$ cat src/tfc_pkg.sv
// Purpose: Constants and types for the timer flag and channel control block
// Assumes: APB register access, 32-bit data
// Notes:   Offsets are byte addresses
package tfc_pkg;

   // ----------------------------------------------------------------
   // Register offsets
   // ----------------------------------------------------------------
   localparam logic [11:0] TFC_OFS_FLAGS     = 12'h010;
   localparam logic [11:0] TFC_OFS_FLAG_SET  = 12'h014;
   localparam logic [11:0] TFC_OFS_FLAG_CLR  = 12'h018;
   localparam logic [11:0] TFC_OFS_LIMIT     = 12'h01C;
   localparam logic [11:0] TFC_OFS_LIMIT_BUF = 12'h020;
   localparam logic [11:0] TFC_OFS_COUNT     = 12'h024;
   localparam logic [11:0] TFC_OFS_ROUTE     = 12'h028;
   localparam logic [11:0] TFC_OFS_CH_CTRL   = 12'h030;
   localparam logic [11:0] TFC_OFS_CH_STRIDE = 12'h010;
   localparam logic [11:0] TFC_OFS_STATUS    = 12'h008;

   // ----------------------------------------------------------------
   // Field positions and masks
   // ----------------------------------------------------------------
   localparam int TFC_BIT_OVF      = 0;
   localparam int TFC_BIT_UNF      = 1;
   localparam int TFC_BIT_EVT0     = 4;
   localparam int TFC_BIT_OVR0     = 8;
   localparam int TFC_BIT_LBV      = 2;
   localparam logic [31:0] TFC_FLAG_MASK  = 32'h0000_0773;
   localparam logic [31:0] TFC_ROUTE_MASK = 32'h0003_0007;
   localparam logic [31:0] TFC_CTRL_MASK  = 32'h0F37_3F17;

   // ----------------------------------------------------------------
   // Reset values
   // ----------------------------------------------------------------
   localparam logic [15:0] TFC_LIMIT_RST  = 16'hFFFF;
   localparam logic [15:0] TFC_ZERO16     = 16'h0000;

   // ----------------------------------------------------------------
   // Encodings
   // ----------------------------------------------------------------
   typedef enum logic [1:0] {
      TFC_EDGE_RISE = 2'b00, TFC_EDGE_FALL = 2'b01,
      TFC_EDGE_BOTH = 2'b10, TFC_EDGE_NONE = 2'b11
   } tfc_edge_t;

   typedef enum logic [1:0] {
      TFC_QUAL_EVERY = 2'b00, TFC_QUAL_ALT  = 2'b01,
      TFC_QUAL_RISE  = 2'b10, TFC_QUAL_FALL = 2'b11
   } tfc_qual_t;

   typedef enum logic [1:0] {
      TFC_ACT_NONE = 2'b00, TFC_ACT_TOGGLE = 2'b01,
      TFC_ACT_CLEAR = 2'b10, TFC_ACT_SET = 2'b11
   } tfc_act_t;

   typedef enum logic [1:0] {
      TFC_MODE_OFF = 2'b00, TFC_MODE_CAPTURE = 2'b01,
      TFC_MODE_COMPARE = 2'b10, TFC_MODE_PWM = 2'b11
   } tfc_mode_t;

   // Channel control fields
   typedef struct packed {
      logic [3:0] rsv_31_28;
      tfc_qual_t  capture_event_qualifier;
      tfc_edge_t  capture_edge_select;
      logic [1:0] rsv_23_22;
      logic       input_filter_enable;
      logic       input_source_select;
      logic       rsv_19;
      logic [2:0] routing_channel_selector;
      logic [1:0] rsv_15_14;
      tfc_act_t   underflow_output_action;
      tfc_act_t   overflow_output_action;
      tfc_act_t   match_output_action;
      logic [2:0] rsv_7_5;
      logic       initial_state;
      logic       rsv_3;
      logic       output_invert;
      tfc_mode_t  mode;
   } tfc_ctrl_t;

   // Timer events seen by one channel
   typedef struct packed {
      logic overflow;
      logic underflow;
      logic match;
   } tfc_tev_t;

endpackage : tfc_pkg

$ cat src/tfc_channel.sv
// Purpose: One compare/capture channel: input select, edge detect, output
// Assumes: Inputs synchronous to clk
// Notes:   Capture value storage lies outside this block
`timescale 1ns/10ps
module tfc_channel
   import tfc_pkg::*;
(
   input  wire logic       clk,
   input  wire logic       rst,
   input  wire tfc_ctrl_t  ctrl,
   input  wire logic       pin_in,
   input  wire logic [7:0] route_in,
   input  wire tfc_tev_t   tev,
   output logic            edge_out,
   output logic            cap_event,
   output logic            out_level
);

   logic       src;
   logic       src_d_reg;
   logic       input_filter_enable_a_reg;
   logic       input_filter_enable_b_reg;
   logic       input_filter_enable_reg;
   logic       rise;
   logic       fall;
   logic       det;
   logic       alt_reg;
   logic       out_reg;

   // ----------------------------------------------------------------
   // Input source and filter
   // ----------------------------------------------------------------
   // Pin or routed event channel
   assign src = ctrl.input_source_select ? route_in[ctrl.routing_channel_selector]
                                         : pin_in;

   // Three-sample agreement filter
   always_ff @(posedge clk or posedge rst) begin
      if (rst) begin
         input_filter_enable_a_reg <= 1'b0;
         input_filter_enable_b_reg <= 1'b0;
         input_filter_enable_reg   <= 1'b0;
      end else begin
         input_filter_enable_a_reg <= src;
         input_filter_enable_b_reg <= input_filter_enable_a_reg;
         if (input_filter_enable_a_reg == input_filter_enable_b_reg && src == input_filter_enable_a_reg) begin
            input_filter_enable_reg <= src;
         end
      end
   end

   // Previous sample for edge detection
   always_ff @(posedge clk or posedge rst) begin
      if (rst) begin
         src_d_reg <= 1'b0;
      end else begin
         src_d_reg <= ctrl.input_filter_enable ? input_filter_enable_reg : src;
      end
   end

   // ----------------------------------------------------------------
   // Edge detector
   // ----------------------------------------------------------------
   assign rise = (ctrl.input_filter_enable ? input_filter_enable_reg : src) & ~src_d_reg;
   assign fall = ~(ctrl.input_filter_enable ? input_filter_enable_reg : src) & src_d_reg;

   // Edge select, or plain level for none
   always_comb begin
      unique case (ctrl.capture_edge_select)
         TFC_EDGE_RISE: det = rise;
         TFC_EDGE_FALL: det = fall;
         TFC_EDGE_BOTH: det = rise | fall;
         TFC_EDGE_NONE: det = ctrl.input_filter_enable ? input_filter_enable_reg : src;
      endcase
   end

   // Detector drives capture and external clock
   assign edge_out = det;

   // ----------------------------------------------------------------
   // Capture event qualification
   // ----------------------------------------------------------------
   // Alternate-capture phase toggles on each capture
   always_ff @(posedge clk or posedge rst) begin
      if (rst) begin
         alt_reg <= 1'b0;
      end else if (ctrl.mode != TFC_MODE_CAPTURE) begin
         alt_reg <= 1'b0;
      end else if (det) begin
         alt_reg <= ~alt_reg;
      end
   end

   always_comb begin
      cap_event = 1'b0;
      if (ctrl.mode == TFC_MODE_CAPTURE && det) begin
         unique case (ctrl.capture_event_qualifier)
            TFC_QUAL_EVERY: cap_event = 1'b1;
            TFC_QUAL_ALT:   cap_event = alt_reg;
            TFC_QUAL_RISE:  cap_event = (ctrl.capture_edge_select == TFC_EDGE_BOTH)
                                        ? rise : 1'b1;
            TFC_QUAL_FALL:  cap_event = (ctrl.capture_edge_select == TFC_EDGE_BOTH)
                                        ? fall : 1'b1;
         endcase
      end
   end

   // ----------------------------------------------------------------
   // Output actions
   // ----------------------------------------------------------------
   function automatic logic apply(input tfc_act_t a, input logic v);
      unique case (a)
         TFC_ACT_NONE:   apply = v;
         TFC_ACT_TOGGLE: apply = ~v;
         TFC_ACT_CLEAR:  apply = 1'b0;
         TFC_ACT_SET:    apply = 1'b1;
      endcase
   endfunction : apply

   // Underflow, overflow then match, later wins
   always_ff @(posedge clk or posedge rst) begin
      if (rst) begin
         out_reg <= 1'b0;
      end else if (ctrl.mode == TFC_MODE_OFF || ctrl.mode == TFC_MODE_CAPTURE) begin
         out_reg <= ctrl.initial_state;
      end else begin
         out_reg <= apply(tev.match ? ctrl.match_output_action : TFC_ACT_NONE,
                    apply(tev.overflow ? ctrl.overflow_output_action : TFC_ACT_NONE,
                    apply(tev.underflow ? ctrl.underflow_output_action : TFC_ACT_NONE,
                          out_reg)));
      end
   end

   assign out_level = out_reg ^ ctrl.output_invert;

endmodule : tfc_channel

$ cat src/tfc_regs.sv
// Purpose: Flag, limit, counter, routing and channel control registers
// Assumes: APB slave, zero wait states, inputs synchronous to clk
// Notes:   Counter sequencing itself lies outside; it feeds events in
//
// What this block does
// - Writing one to underflow or overflow set bit sets that flag.
// - Clear-register bits 10..8 clear capture overrun flags of channels 2..0.
// - Clear-register bits 6..4 clear channel event flags of channels 2..0.
// - Clear-register bit 1 clears underflow, bit 0 clears overflow.
// - Counter limit is 16 bits, resets to all ones, hardware may update.
// - A valid limit buffer is copied into the limit at the update event.
// - A channel reaches its pin only while its pin-enable bit is set.
// - Qualifier 0 signals every capture; qualifier 1 every second capture.
// - Qualifier 2 or 3 with both edges signals only rising or falling.
// - Edge select 0, 1, 2 detects rising, falling or both edges.
// - Edge select 3 passes the channel input through unchanged.
// - Detector output feeds input capture and the external clock input.
// - Input select 0 takes the pin, 1 the chosen routing channel.
// - Three-bit selector picks one of eight routing channels.
// - Underflow action 0..3: keep, toggle, clear, set the output.
// - Overflow action 0..3: keep, toggle, clear, set the output.
// - Match action 0..3: keep, toggle, clear, set the output.
// - Channel mode selects off, capture, compare or PWM.
`timescale 1ns/10ps
module tfc_regs
   import tfc_pkg::*;
#(
   parameter int NCH = 3
)(
   input  wire logic             clk,
   input  wire logic             rst,
   input  wire logic             psel,
   input  wire logic             penable,
   input  wire logic             pwrite,
   input  wire logic [11:0]      paddr,
   input  wire logic [31:0]      pwdata,
   output logic [31:0]           prdata,
   output logic                  pready,
   output logic                  pslverr,
   input  wire logic             hw_overflow,
   input  wire logic             hw_underflow,
   input  wire logic             hw_update,
   input  wire logic             hw_count_load,
   input  wire logic [15:0]      hw_count_value,
   input  wire logic [NCH-1:0]   hw_match,
   input  wire logic [NCH-1:0]   hw_capture_overrun,
   input  wire logic [NCH-1:0]   pin_in,
   input  wire logic [7:0]       event_routing_channel,
   output logic [NCH-1:0]        pin_out,
   output logic [NCH-1:0]        pin_oe_n,
   output logic [NCH-1:0]        capture_strobe,
   output logic [NCH-1:0]        ext_clock_in,
   output logic [31:0]           flags,
   output logic [15:0]           counter_limit
);

   logic [31:0]     flags_reg;
   logic [31:0]     flags_next;
   logic [15:0]     limit_reg;
   logic [15:0]     limit_buf_reg;
   logic            limit_buf_valid_reg;
   logic [15:0]     count_reg;
   logic [31:0]     route_reg;
   tfc_ctrl_t       ctrl_reg [NCH];
   logic [31:0]     rdata;
   logic            wr_en;
   logic            rd_en;
   logic [NCH-1:0]  ch_edge;
   logic [NCH-1:0]  ch_evt;
   logic [NCH-1:0]  ch_out;
   logic [NCH-1:0]  pin_out_reg;
   logic [NCH-1:0]  pin_oe_n_reg;
   logic [NCH-1:0]  cap_reg;
   logic [NCH-1:0]  eclk_reg;
   logic [31:0]     hw_set;

   // ----------------------------------------------------------------
   // APB decode
   // ----------------------------------------------------------------
   assign wr_en   = psel & penable & pwrite;
   assign rd_en   = psel & ~penable & ~pwrite;
   assign pready  = 1'b1;
   assign pslverr = 1'b0;

   // ----------------------------------------------------------------
   // Interrupt flags
   // ----------------------------------------------------------------
   always_comb begin
      hw_set = 32'h0000_0000;
      hw_set[TFC_BIT_OVF] = hw_overflow;
      hw_set[TFC_BIT_UNF] = hw_underflow;
      for (int i = 0; i < NCH; i++) begin
         hw_set[TFC_BIT_EVT0 + i] = ch_evt[i] | hw_match[i];
         hw_set[TFC_BIT_OVR0 + i] = hw_capture_overrun[i];
      end
   end

   // Clear first, then hardware and software sets win
   always_comb begin
      flags_next = flags_reg;
      if (wr_en && paddr == TFC_OFS_FLAG_CLR) begin
         flags_next = flags_next & ~(pwdata & TFC_FLAG_MASK);
      end
      if (wr_en && paddr == TFC_OFS_FLAG_SET) begin
         flags_next = flags_next | (pwdata & TFC_FLAG_MASK);
      end
      flags_next = flags_next | (hw_set & TFC_FLAG_MASK);
   end

   always_ff @(posedge clk or posedge rst) begin
      if (rst) begin
         flags_reg <= 32'h0000_0000;
      end else begin
         flags_reg <= flags_next;
      end
   end

   // ----------------------------------------------------------------
   // Limit, limit buffer and counter value
   // ----------------------------------------------------------------
   always_ff @(posedge clk or posedge rst) begin
      if (rst) begin
         limit_reg           <= TFC_LIMIT_RST;
         limit_buf_reg       <= TFC_ZERO16;
         limit_buf_valid_reg <= 1'b0;
      end else begin
         if (wr_en && paddr == TFC_OFS_LIMIT) begin
            limit_reg           <= pwdata[15:0];
            limit_buf_valid_reg <= 1'b0;
         end else if (hw_update && limit_buf_valid_reg) begin
            limit_reg           <= limit_buf_reg;
            limit_buf_valid_reg <= 1'b0;
         end
         if (wr_en && paddr == TFC_OFS_LIMIT_BUF) begin
            limit_buf_reg       <= pwdata[15:0];
            limit_buf_valid_reg <= 1'b1;
         end
      end
   end

   // Software write wins over hardware load
   always_ff @(posedge clk or posedge rst) begin
      if (rst) begin
         count_reg <= TFC_ZERO16;
      end else if (wr_en && paddr == TFC_OFS_COUNT) begin
         count_reg <= pwdata[15:0];
      end else if (hw_count_load) begin
         count_reg <= hw_count_value;
      end
   end

   // ----------------------------------------------------------------
   // Routing and channel control
   // ----------------------------------------------------------------
   always_ff @(posedge clk or posedge rst) begin
      if (rst) begin
         route_reg <= 32'h0000_0000;
      end else if (wr_en && paddr == TFC_OFS_ROUTE) begin
         route_reg <= pwdata & TFC_ROUTE_MASK;
      end
   end

   always_ff @(posedge clk or posedge rst) begin
      if (rst) begin
         for (int i = 0; i < NCH; i++) begin
            ctrl_reg[i] <= tfc_ctrl_t'(32'h0000_0000);
         end
      end else begin
         for (int i = 0; i < NCH; i++) begin
            if (wr_en && paddr == TFC_OFS_CH_CTRL + 12'(i) * TFC_OFS_CH_STRIDE) begin
               ctrl_reg[i] <= tfc_ctrl_t'(pwdata & TFC_CTRL_MASK);
            end
         end
      end
   end

   // ----------------------------------------------------------------
   // Channels
   // ----------------------------------------------------------------
   for (genvar g = 0; g < NCH; g++) begin : g_ch
      tfc_channel u_ch (
         .clk       (clk),
         .rst       (rst),
         .ctrl      (ctrl_reg[g]),
         .pin_in    (pin_in[g] & route_reg[g]),
         .route_in  (event_routing_channel),
         .tev       ({hw_overflow, hw_underflow, hw_match[g]}),
         .edge_out  (ch_edge[g]),
         .cap_event (ch_evt[g]),
         .out_level (ch_out[g])
      );
   end

   // Registered pin drive, enabled only for output modes
   always_ff @(posedge clk or posedge rst) begin
      if (rst) begin
         pin_out_reg  <= '0;
         pin_oe_n_reg <= '1;
         cap_reg      <= '0;
         eclk_reg     <= '0;
      end else begin
         pin_out_reg <= ch_out;
         cap_reg     <= ch_evt;
         eclk_reg    <= ch_edge;
         for (int i = 0; i < NCH; i++) begin
            pin_oe_n_reg[i] <= ~(route_reg[i] & ctrl_reg[i].mode[1]);
         end
      end
   end

   assign pin_out        = pin_out_reg;
   assign pin_oe_n       = pin_oe_n_reg;
   assign capture_strobe = cap_reg;
   assign ext_clock_in   = eclk_reg;
   assign flags          = flags_reg;
   assign counter_limit  = limit_reg;

   // ----------------------------------------------------------------
   // Read data
   // ----------------------------------------------------------------
   always_comb begin
      rdata = 32'h0000_0000;
      if (paddr == TFC_OFS_FLAGS) begin
         rdata = flags_reg;
      end else if (paddr == TFC_OFS_LIMIT) begin
         rdata = {16'h0000, limit_reg};
      end else if (paddr == TFC_OFS_LIMIT_BUF) begin
         rdata = {16'h0000, limit_buf_reg};
      end else if (paddr == TFC_OFS_COUNT) begin
         rdata = {16'h0000, count_reg};
      end else if (paddr == TFC_OFS_ROUTE) begin
         rdata = route_reg;
      end else if (paddr == TFC_OFS_STATUS) begin
         rdata[TFC_BIT_LBV] = limit_buf_valid_reg;
      end
      for (int i = 0; i < NCH; i++) begin
         if (paddr == TFC_OFS_CH_CTRL + 12'(i) * TFC_OFS_CH_STRIDE) begin
            rdata = 32'(ctrl_reg[i]);
         end
      end
   end

   always_ff @(posedge clk or posedge rst) begin
      if (rst) begin
         prdata <= 32'h0000_0000;
      end else if (rd_en) begin
         prdata <= rdata;
      end
   end

   // ----------------------------------------------------------------
   // Checks
   // ----------------------------------------------------------------
   property p_set_flag;
      @(posedge clk) disable iff (rst)
      wr_en && paddr == TFC_OFS_FLAG_SET && pwdata[TFC_BIT_UNF] |=> flags_reg[TFC_BIT_UNF];
   endproperty
   a_set_flag: assert property (p_set_flag) else $error("set write lost");

   property p_clr_ovr;
      @(posedge clk) disable iff (rst)
      wr_en && paddr == TFC_OFS_FLAG_CLR && pwdata[10] && !hw_capture_overrun[2]
      |=> !flags_reg[10];
   endproperty
   a_clr_ovr: assert property (p_clr_ovr) else $error("overrun flag not cleared");

   property p_clr_evt;
      @(posedge clk) disable iff (rst)
      wr_en && paddr == TFC_OFS_FLAG_CLR && pwdata[4] && !hw_set[4] |=> !flags_reg[4];
   endproperty
   a_clr_evt: assert property (p_clr_evt) else $error("event flag not cleared");

   property p_clr_ovf;
      @(posedge clk) disable iff (rst)
      wr_en && paddr == TFC_OFS_FLAG_CLR && pwdata[0] && !hw_overflow |=> !flags_reg[0];
   endproperty
   a_clr_ovf: assert property (p_clr_ovf) else $error("overflow flag not cleared");

   property p_zero_keep;
      @(posedge clk) disable iff (rst)
      wr_en && paddr == TFC_OFS_FLAG_CLR && !pwdata[1] && flags_reg[1] |=> flags_reg[1];
   endproperty
   a_zero_keep: assert property (p_zero_keep) else $error("zero bit changed flag");

   property p_limit_load;
      @(posedge clk) disable iff (rst)
      hw_update && limit_buf_valid_reg && !(wr_en && paddr == TFC_OFS_LIMIT)
      |=> limit_reg == $past(limit_buf_reg) && !limit_buf_valid_reg
          || $past(wr_en && paddr == TFC_OFS_LIMIT_BUF);
   endproperty
   a_limit_load: assert property (p_limit_load) else $error("limit not loaded");

   property p_pin_off;
      @(posedge clk) disable iff (rst)
      !route_reg[0] |=> pin_oe_n[0];
   endproperty
   a_pin_off: assert property (p_pin_off) else $error("pin driven while disabled");

   property p_off_quiet;
      @(posedge clk) disable iff (rst)
      ctrl_reg[0].mode == TFC_MODE_OFF |=> !capture_strobe[0];
   endproperty
   a_off_quiet: assert property (p_off_quiet) else $error("capture while off");

   c_set:    cover property (@(posedge clk) wr_en && paddr == TFC_OFS_FLAG_SET);
   c_reload: cover property (@(posedge clk) hw_update && limit_buf_valid_reg);
   c_cap:    cover property (@(posedge clk) capture_strobe[1]);

endmodule : tfc_regs

$ cat config.mk
export PLATFORM = sky130hd
export DESIGN_NAME = tfc_regs
export DESIGN_NICKNAME = d
export VERILOG_FILES = /design/src/tfc_pkg.sv /design/src/tfc_channel.sv /design/src/tfc_regs.sv
export SDC_FILE = /design/constraint.sdc
export NUM_CORES = 1
export LEC_CHECK = 0
export ABC_CLOCK_PERIOD_IN_PS = 5400
export BUFFER_PORTS_ARGS = -buffer_cell sky130_fd_sc_hd__buf_2
export CORE_MARGIN = 5
export CORE_UTILIZATION = 30
export CTS_CLUSTER_SIZE = 40
export DETAILED_ROUTE_END_ITERATION = 12
export PLACE_DENSITY = 0.55
export SLEW_MARGIN = 20
export SYNTH_ARGS = -nofsm -noshare
export SYNTH_HDL_FRONTEND = slang
export SYNTH_SLANG_ARGS = --single-unit
$ cat constraint.sdc
create_clock -name clk -period 5.4 [get_ports clk]
set_input_delay 0.27 -clock clk [delete_from_list [all_inputs] [get_ports clk]]
set_output_delay 0.27 -clock clk [all_outputs]
set_load 0.01 [all_outputs]
==> impl_metrics.toml <==
[pwr]
internal-power_mw = 2.12
finalPower_mw = 2.86
pwr-share-comb = 0.086
peakVddDrop_mv = 0.232
switching_share = 0.258
switchingPower_mw = 0.736
p_leak_nw = 4.95
clockPowerShare = 0.435
seqPwrFrac = 0.479
p_per_area_mw_per_mm2 = 270

[clock_network]
numCtsBuffers = 17
cts_setup_buffers = 0
clk_latency_ps = 430
clock_sink_count = 174
clock-root-buffer = "clkbuf_16"
clockBufferDepth = 2
clk_transition_reported_paths_ps = 70
cts_resized = 0
cts_hold_buf = 1
cts_tree = "done"
cts.htree.levels = 4

[worst_setup_path]
worst-path-max-fanout = 5
worstPathRequired_ps = 5710
crit_chain = "mux4_2 -> nor2_1 -> o21ai_0 -> o21ai_0 -> inv_1 -> ha_1 -> mux2_2 -> o21ai_0 -> and2_1 -> a211oi_1 -> a2111o_1"
worst_path_max_delay_cell = "mux4_2"
critPathArrivalTime_ps = 3630
cp-start-kind = "flip-flop"
crit_type = "reg2reg"
path_delay_family = "compound AO/OA/AOI/OAI gates"
cpPeakStageDelay_ps = 540
crit_path_end_kind = "flip-flop"
critPathBufInv = 1
crit_top_cell = "o21ai_0"

[global_route]
grt-ovfl-total = 0
grt_pass1_wl_um = 41800
grtUsageTotal = 0.160
antenna_found_initial = 3
grt_start_max_net_pins = 73
grt_pass1_vias = 6991

[logic_synthesis]
synth_top_area_frac = 0.430
synth_top_area_cell = "dfrtp_1"
synthCells = 839
ys_async_sr_fraction = 1.00
ys_seq_area_frac = 0.486
synth_edf_count = 0
yosys-top-cells-area = "dfrtp_1 (43%), mux2_2 (9.4%), mux2i_1 (5.6%)"
synth-main-ff-cell = "dfrtp_1"
ys_warn_count = 0
netlist_area_mm2 = 0.00901
avgSynthCellArea_um2 = 10.7
ys_ff_latch = 174
synth_cell_types = 66

[floorplan]
die_area_mm2 = 0.0336
rows = 63
ios = 180
die_w_um = 183
start_util = 0.304
fp.dieH_um = 183
core_mm2 = 0.0296

[timing]
setup_violations = 0
slew-limit-headroom = 0.228
fmax_mhz = 302
drv_slew = 0
final-hold-violation-count = 0
worst_slew_pin_slew_ps = 1160
tns_ps = 0
finClkSkew_ps = 10.3
layout_setup_ws_ps = 2080
finalCriticalPeriod_ps = 3320
rsz0062_at_grt = "false"
min_period_over_period = 0.614

[drt]
ant_nets = 0
vias_per_cell = 5.06
detail_route.wirelength_um = 26900
dr.pass1.iters = 5
vias = 6931
drc = 0
wire_per_inst_um = 19.7
drt_iter0_drc = 514

[min_path]
hp-class = "in2reg"

[final_layout]
finish.utilization = 0.357
nNetsFinal = 1058
n_fill_cell = 3075
largest_reg_flops = 57
drive_gt1_frac = 0.321
syn_to_final_growth_pct = 17.3
final_common_cell = "dfrtp_1"
most-common-layout-cells = "dfrtp_1 (155), buf_2 (139), nor2_1 (76)"
antennaDiodeCount = 0

[job]
maxCapViolCount = 0

[placed_design]
finalWeightedCongestion = 0.866
pre_cts_ws_ps = 2120
hpwl_um = 19900
io_buffers = 139

[status]
status = "complete, no violations"
[power by group through the flow]
stage | Combinational (mW) | Sequential [mW] | Clock (mW)
after detailed placement | 0.249 | 1.39 | 0
final | 0.246 | 1.37 | 1.24
after global placement | 0.246 | 1.39 | 0
after CTS | 0.250 | 1.37 | 1.27
after floorplan | 0.144 | 1.40 | 0
after global routing | 0.275 | 1.37 | 1.32
[path summary, 6_finish.rpt]
kind | start | end | slack, ps | cells past startpoint
setup / recovery | ctrl_reg[80]$_DFFE_PP0P_ | flags[4]$_DFF_PP0_ | 2080 | 11
hold / removal | hw_capture_overrun[1] | flags[9]$_DFF_PP0_ | 40 | 2
hold reg to reg | g_ch[2].u_ch.input_filter_enable_a_reg$_DFF_PP0_ | g_ch[2].u_ch.input_filter_enable_b_reg$_DFF_PP0_ | 400 | 0
min in group asynchronous | rst | prdata[18]$_DFFE_PP0P_ | 410 | 3
setup reg to reg | ctrl_reg[80]$_DFFE_PP0P_ | flags[4]$_DFF_PP0_ | 2080 | 11
max in group asynchronous | rst | prdata[7]$_DFFE_PP0P_ | 3640 | 4
[cell type report]
| cell class | instances | area (um^2) | area share |
|---|---|---|---|
| clock inverter | 15 | 159 | 0.0150 |
| sequential | 174 | 4380 | 0.414 |
| timing repair buffer | 149 | 773 | 0.0732 |
| tap | 390 | 488 | 0.0462 |
| multi-input combinational | 598 | 4240 | 0.401 |
| clock buffer | 17 | 425 | 0.0403 |
| inverter | 26 | 103 | 0.00971 |
[stage by stage]
step,instances,area (um^2),hold WS [ps]
after floorplan,870,9130,368
after global placement,1336,9970,349
after detailed placement,1336,9970,350
after CTS,1369,10600,33.4
after global routing,1369,10600,54.7
final,1369,10600,44.0
[metal layers]
| layer | GRT usage | vias up | part of all wire |
|---|---|---|---|
| li1 | - | 3210 | - |
| met1 | 0.223 | 3457 | 0.46 |
| met2 | 0.247 | 231 | 0.45 |
| met3 | 0.0462 | 27 | 0.072 |
| met4 | 0.0390 | 6 | 0.013 |
| met5 | 0 | - | 0.0010 |
[kinds of logic after synthesis]
logic type	count (synthesis)	synth area share
buffers and inverters	98	0.0582
adder cells (fa/ha/maj)	6	0.00833
multiplexers	140	0.178
other	2	0.000833
AND/OR/NAND/NOR	230	0.132
AO/OA/AOI/OAI	186	0.134
XOR/XNOR	3	0.00292
flip-flops	174	0.486
[synthesized netlist by cell type (3+ instances only)]
cell	instances
a31oi_1	9
nor3_1	7
buf_2	8
buf_4	37
a221o_1	5
nand2_1	65
and4b_1	6
a21bo_2	3
a2111oi_0	3
and3_1	3
o41ai_1	3
mux2_4	10
dfrtp_1	155
nor2_1	76
or2_2	5
xor2_1	3
a211oi_1	7
nor2b_1	9
dfstp_2	19
nand2b_1	7
o22a_1	3
mux2i_1	50
o2bb2ai_1	3
nor4_4	3
nand3_1	15
o22ai_1	9
o211a_1	3
mux4_2	5
ha_1	6
nand3b_1	4
a21oi_1	47
a221oi_1	15
clkbuf_1	25
mux2_2	75
inv_1	26
a2111o_1	3
o21ai_0	57
o31ai_1	3
and2_1	12
Note: power is estimated with default switching activity, not from simulation.
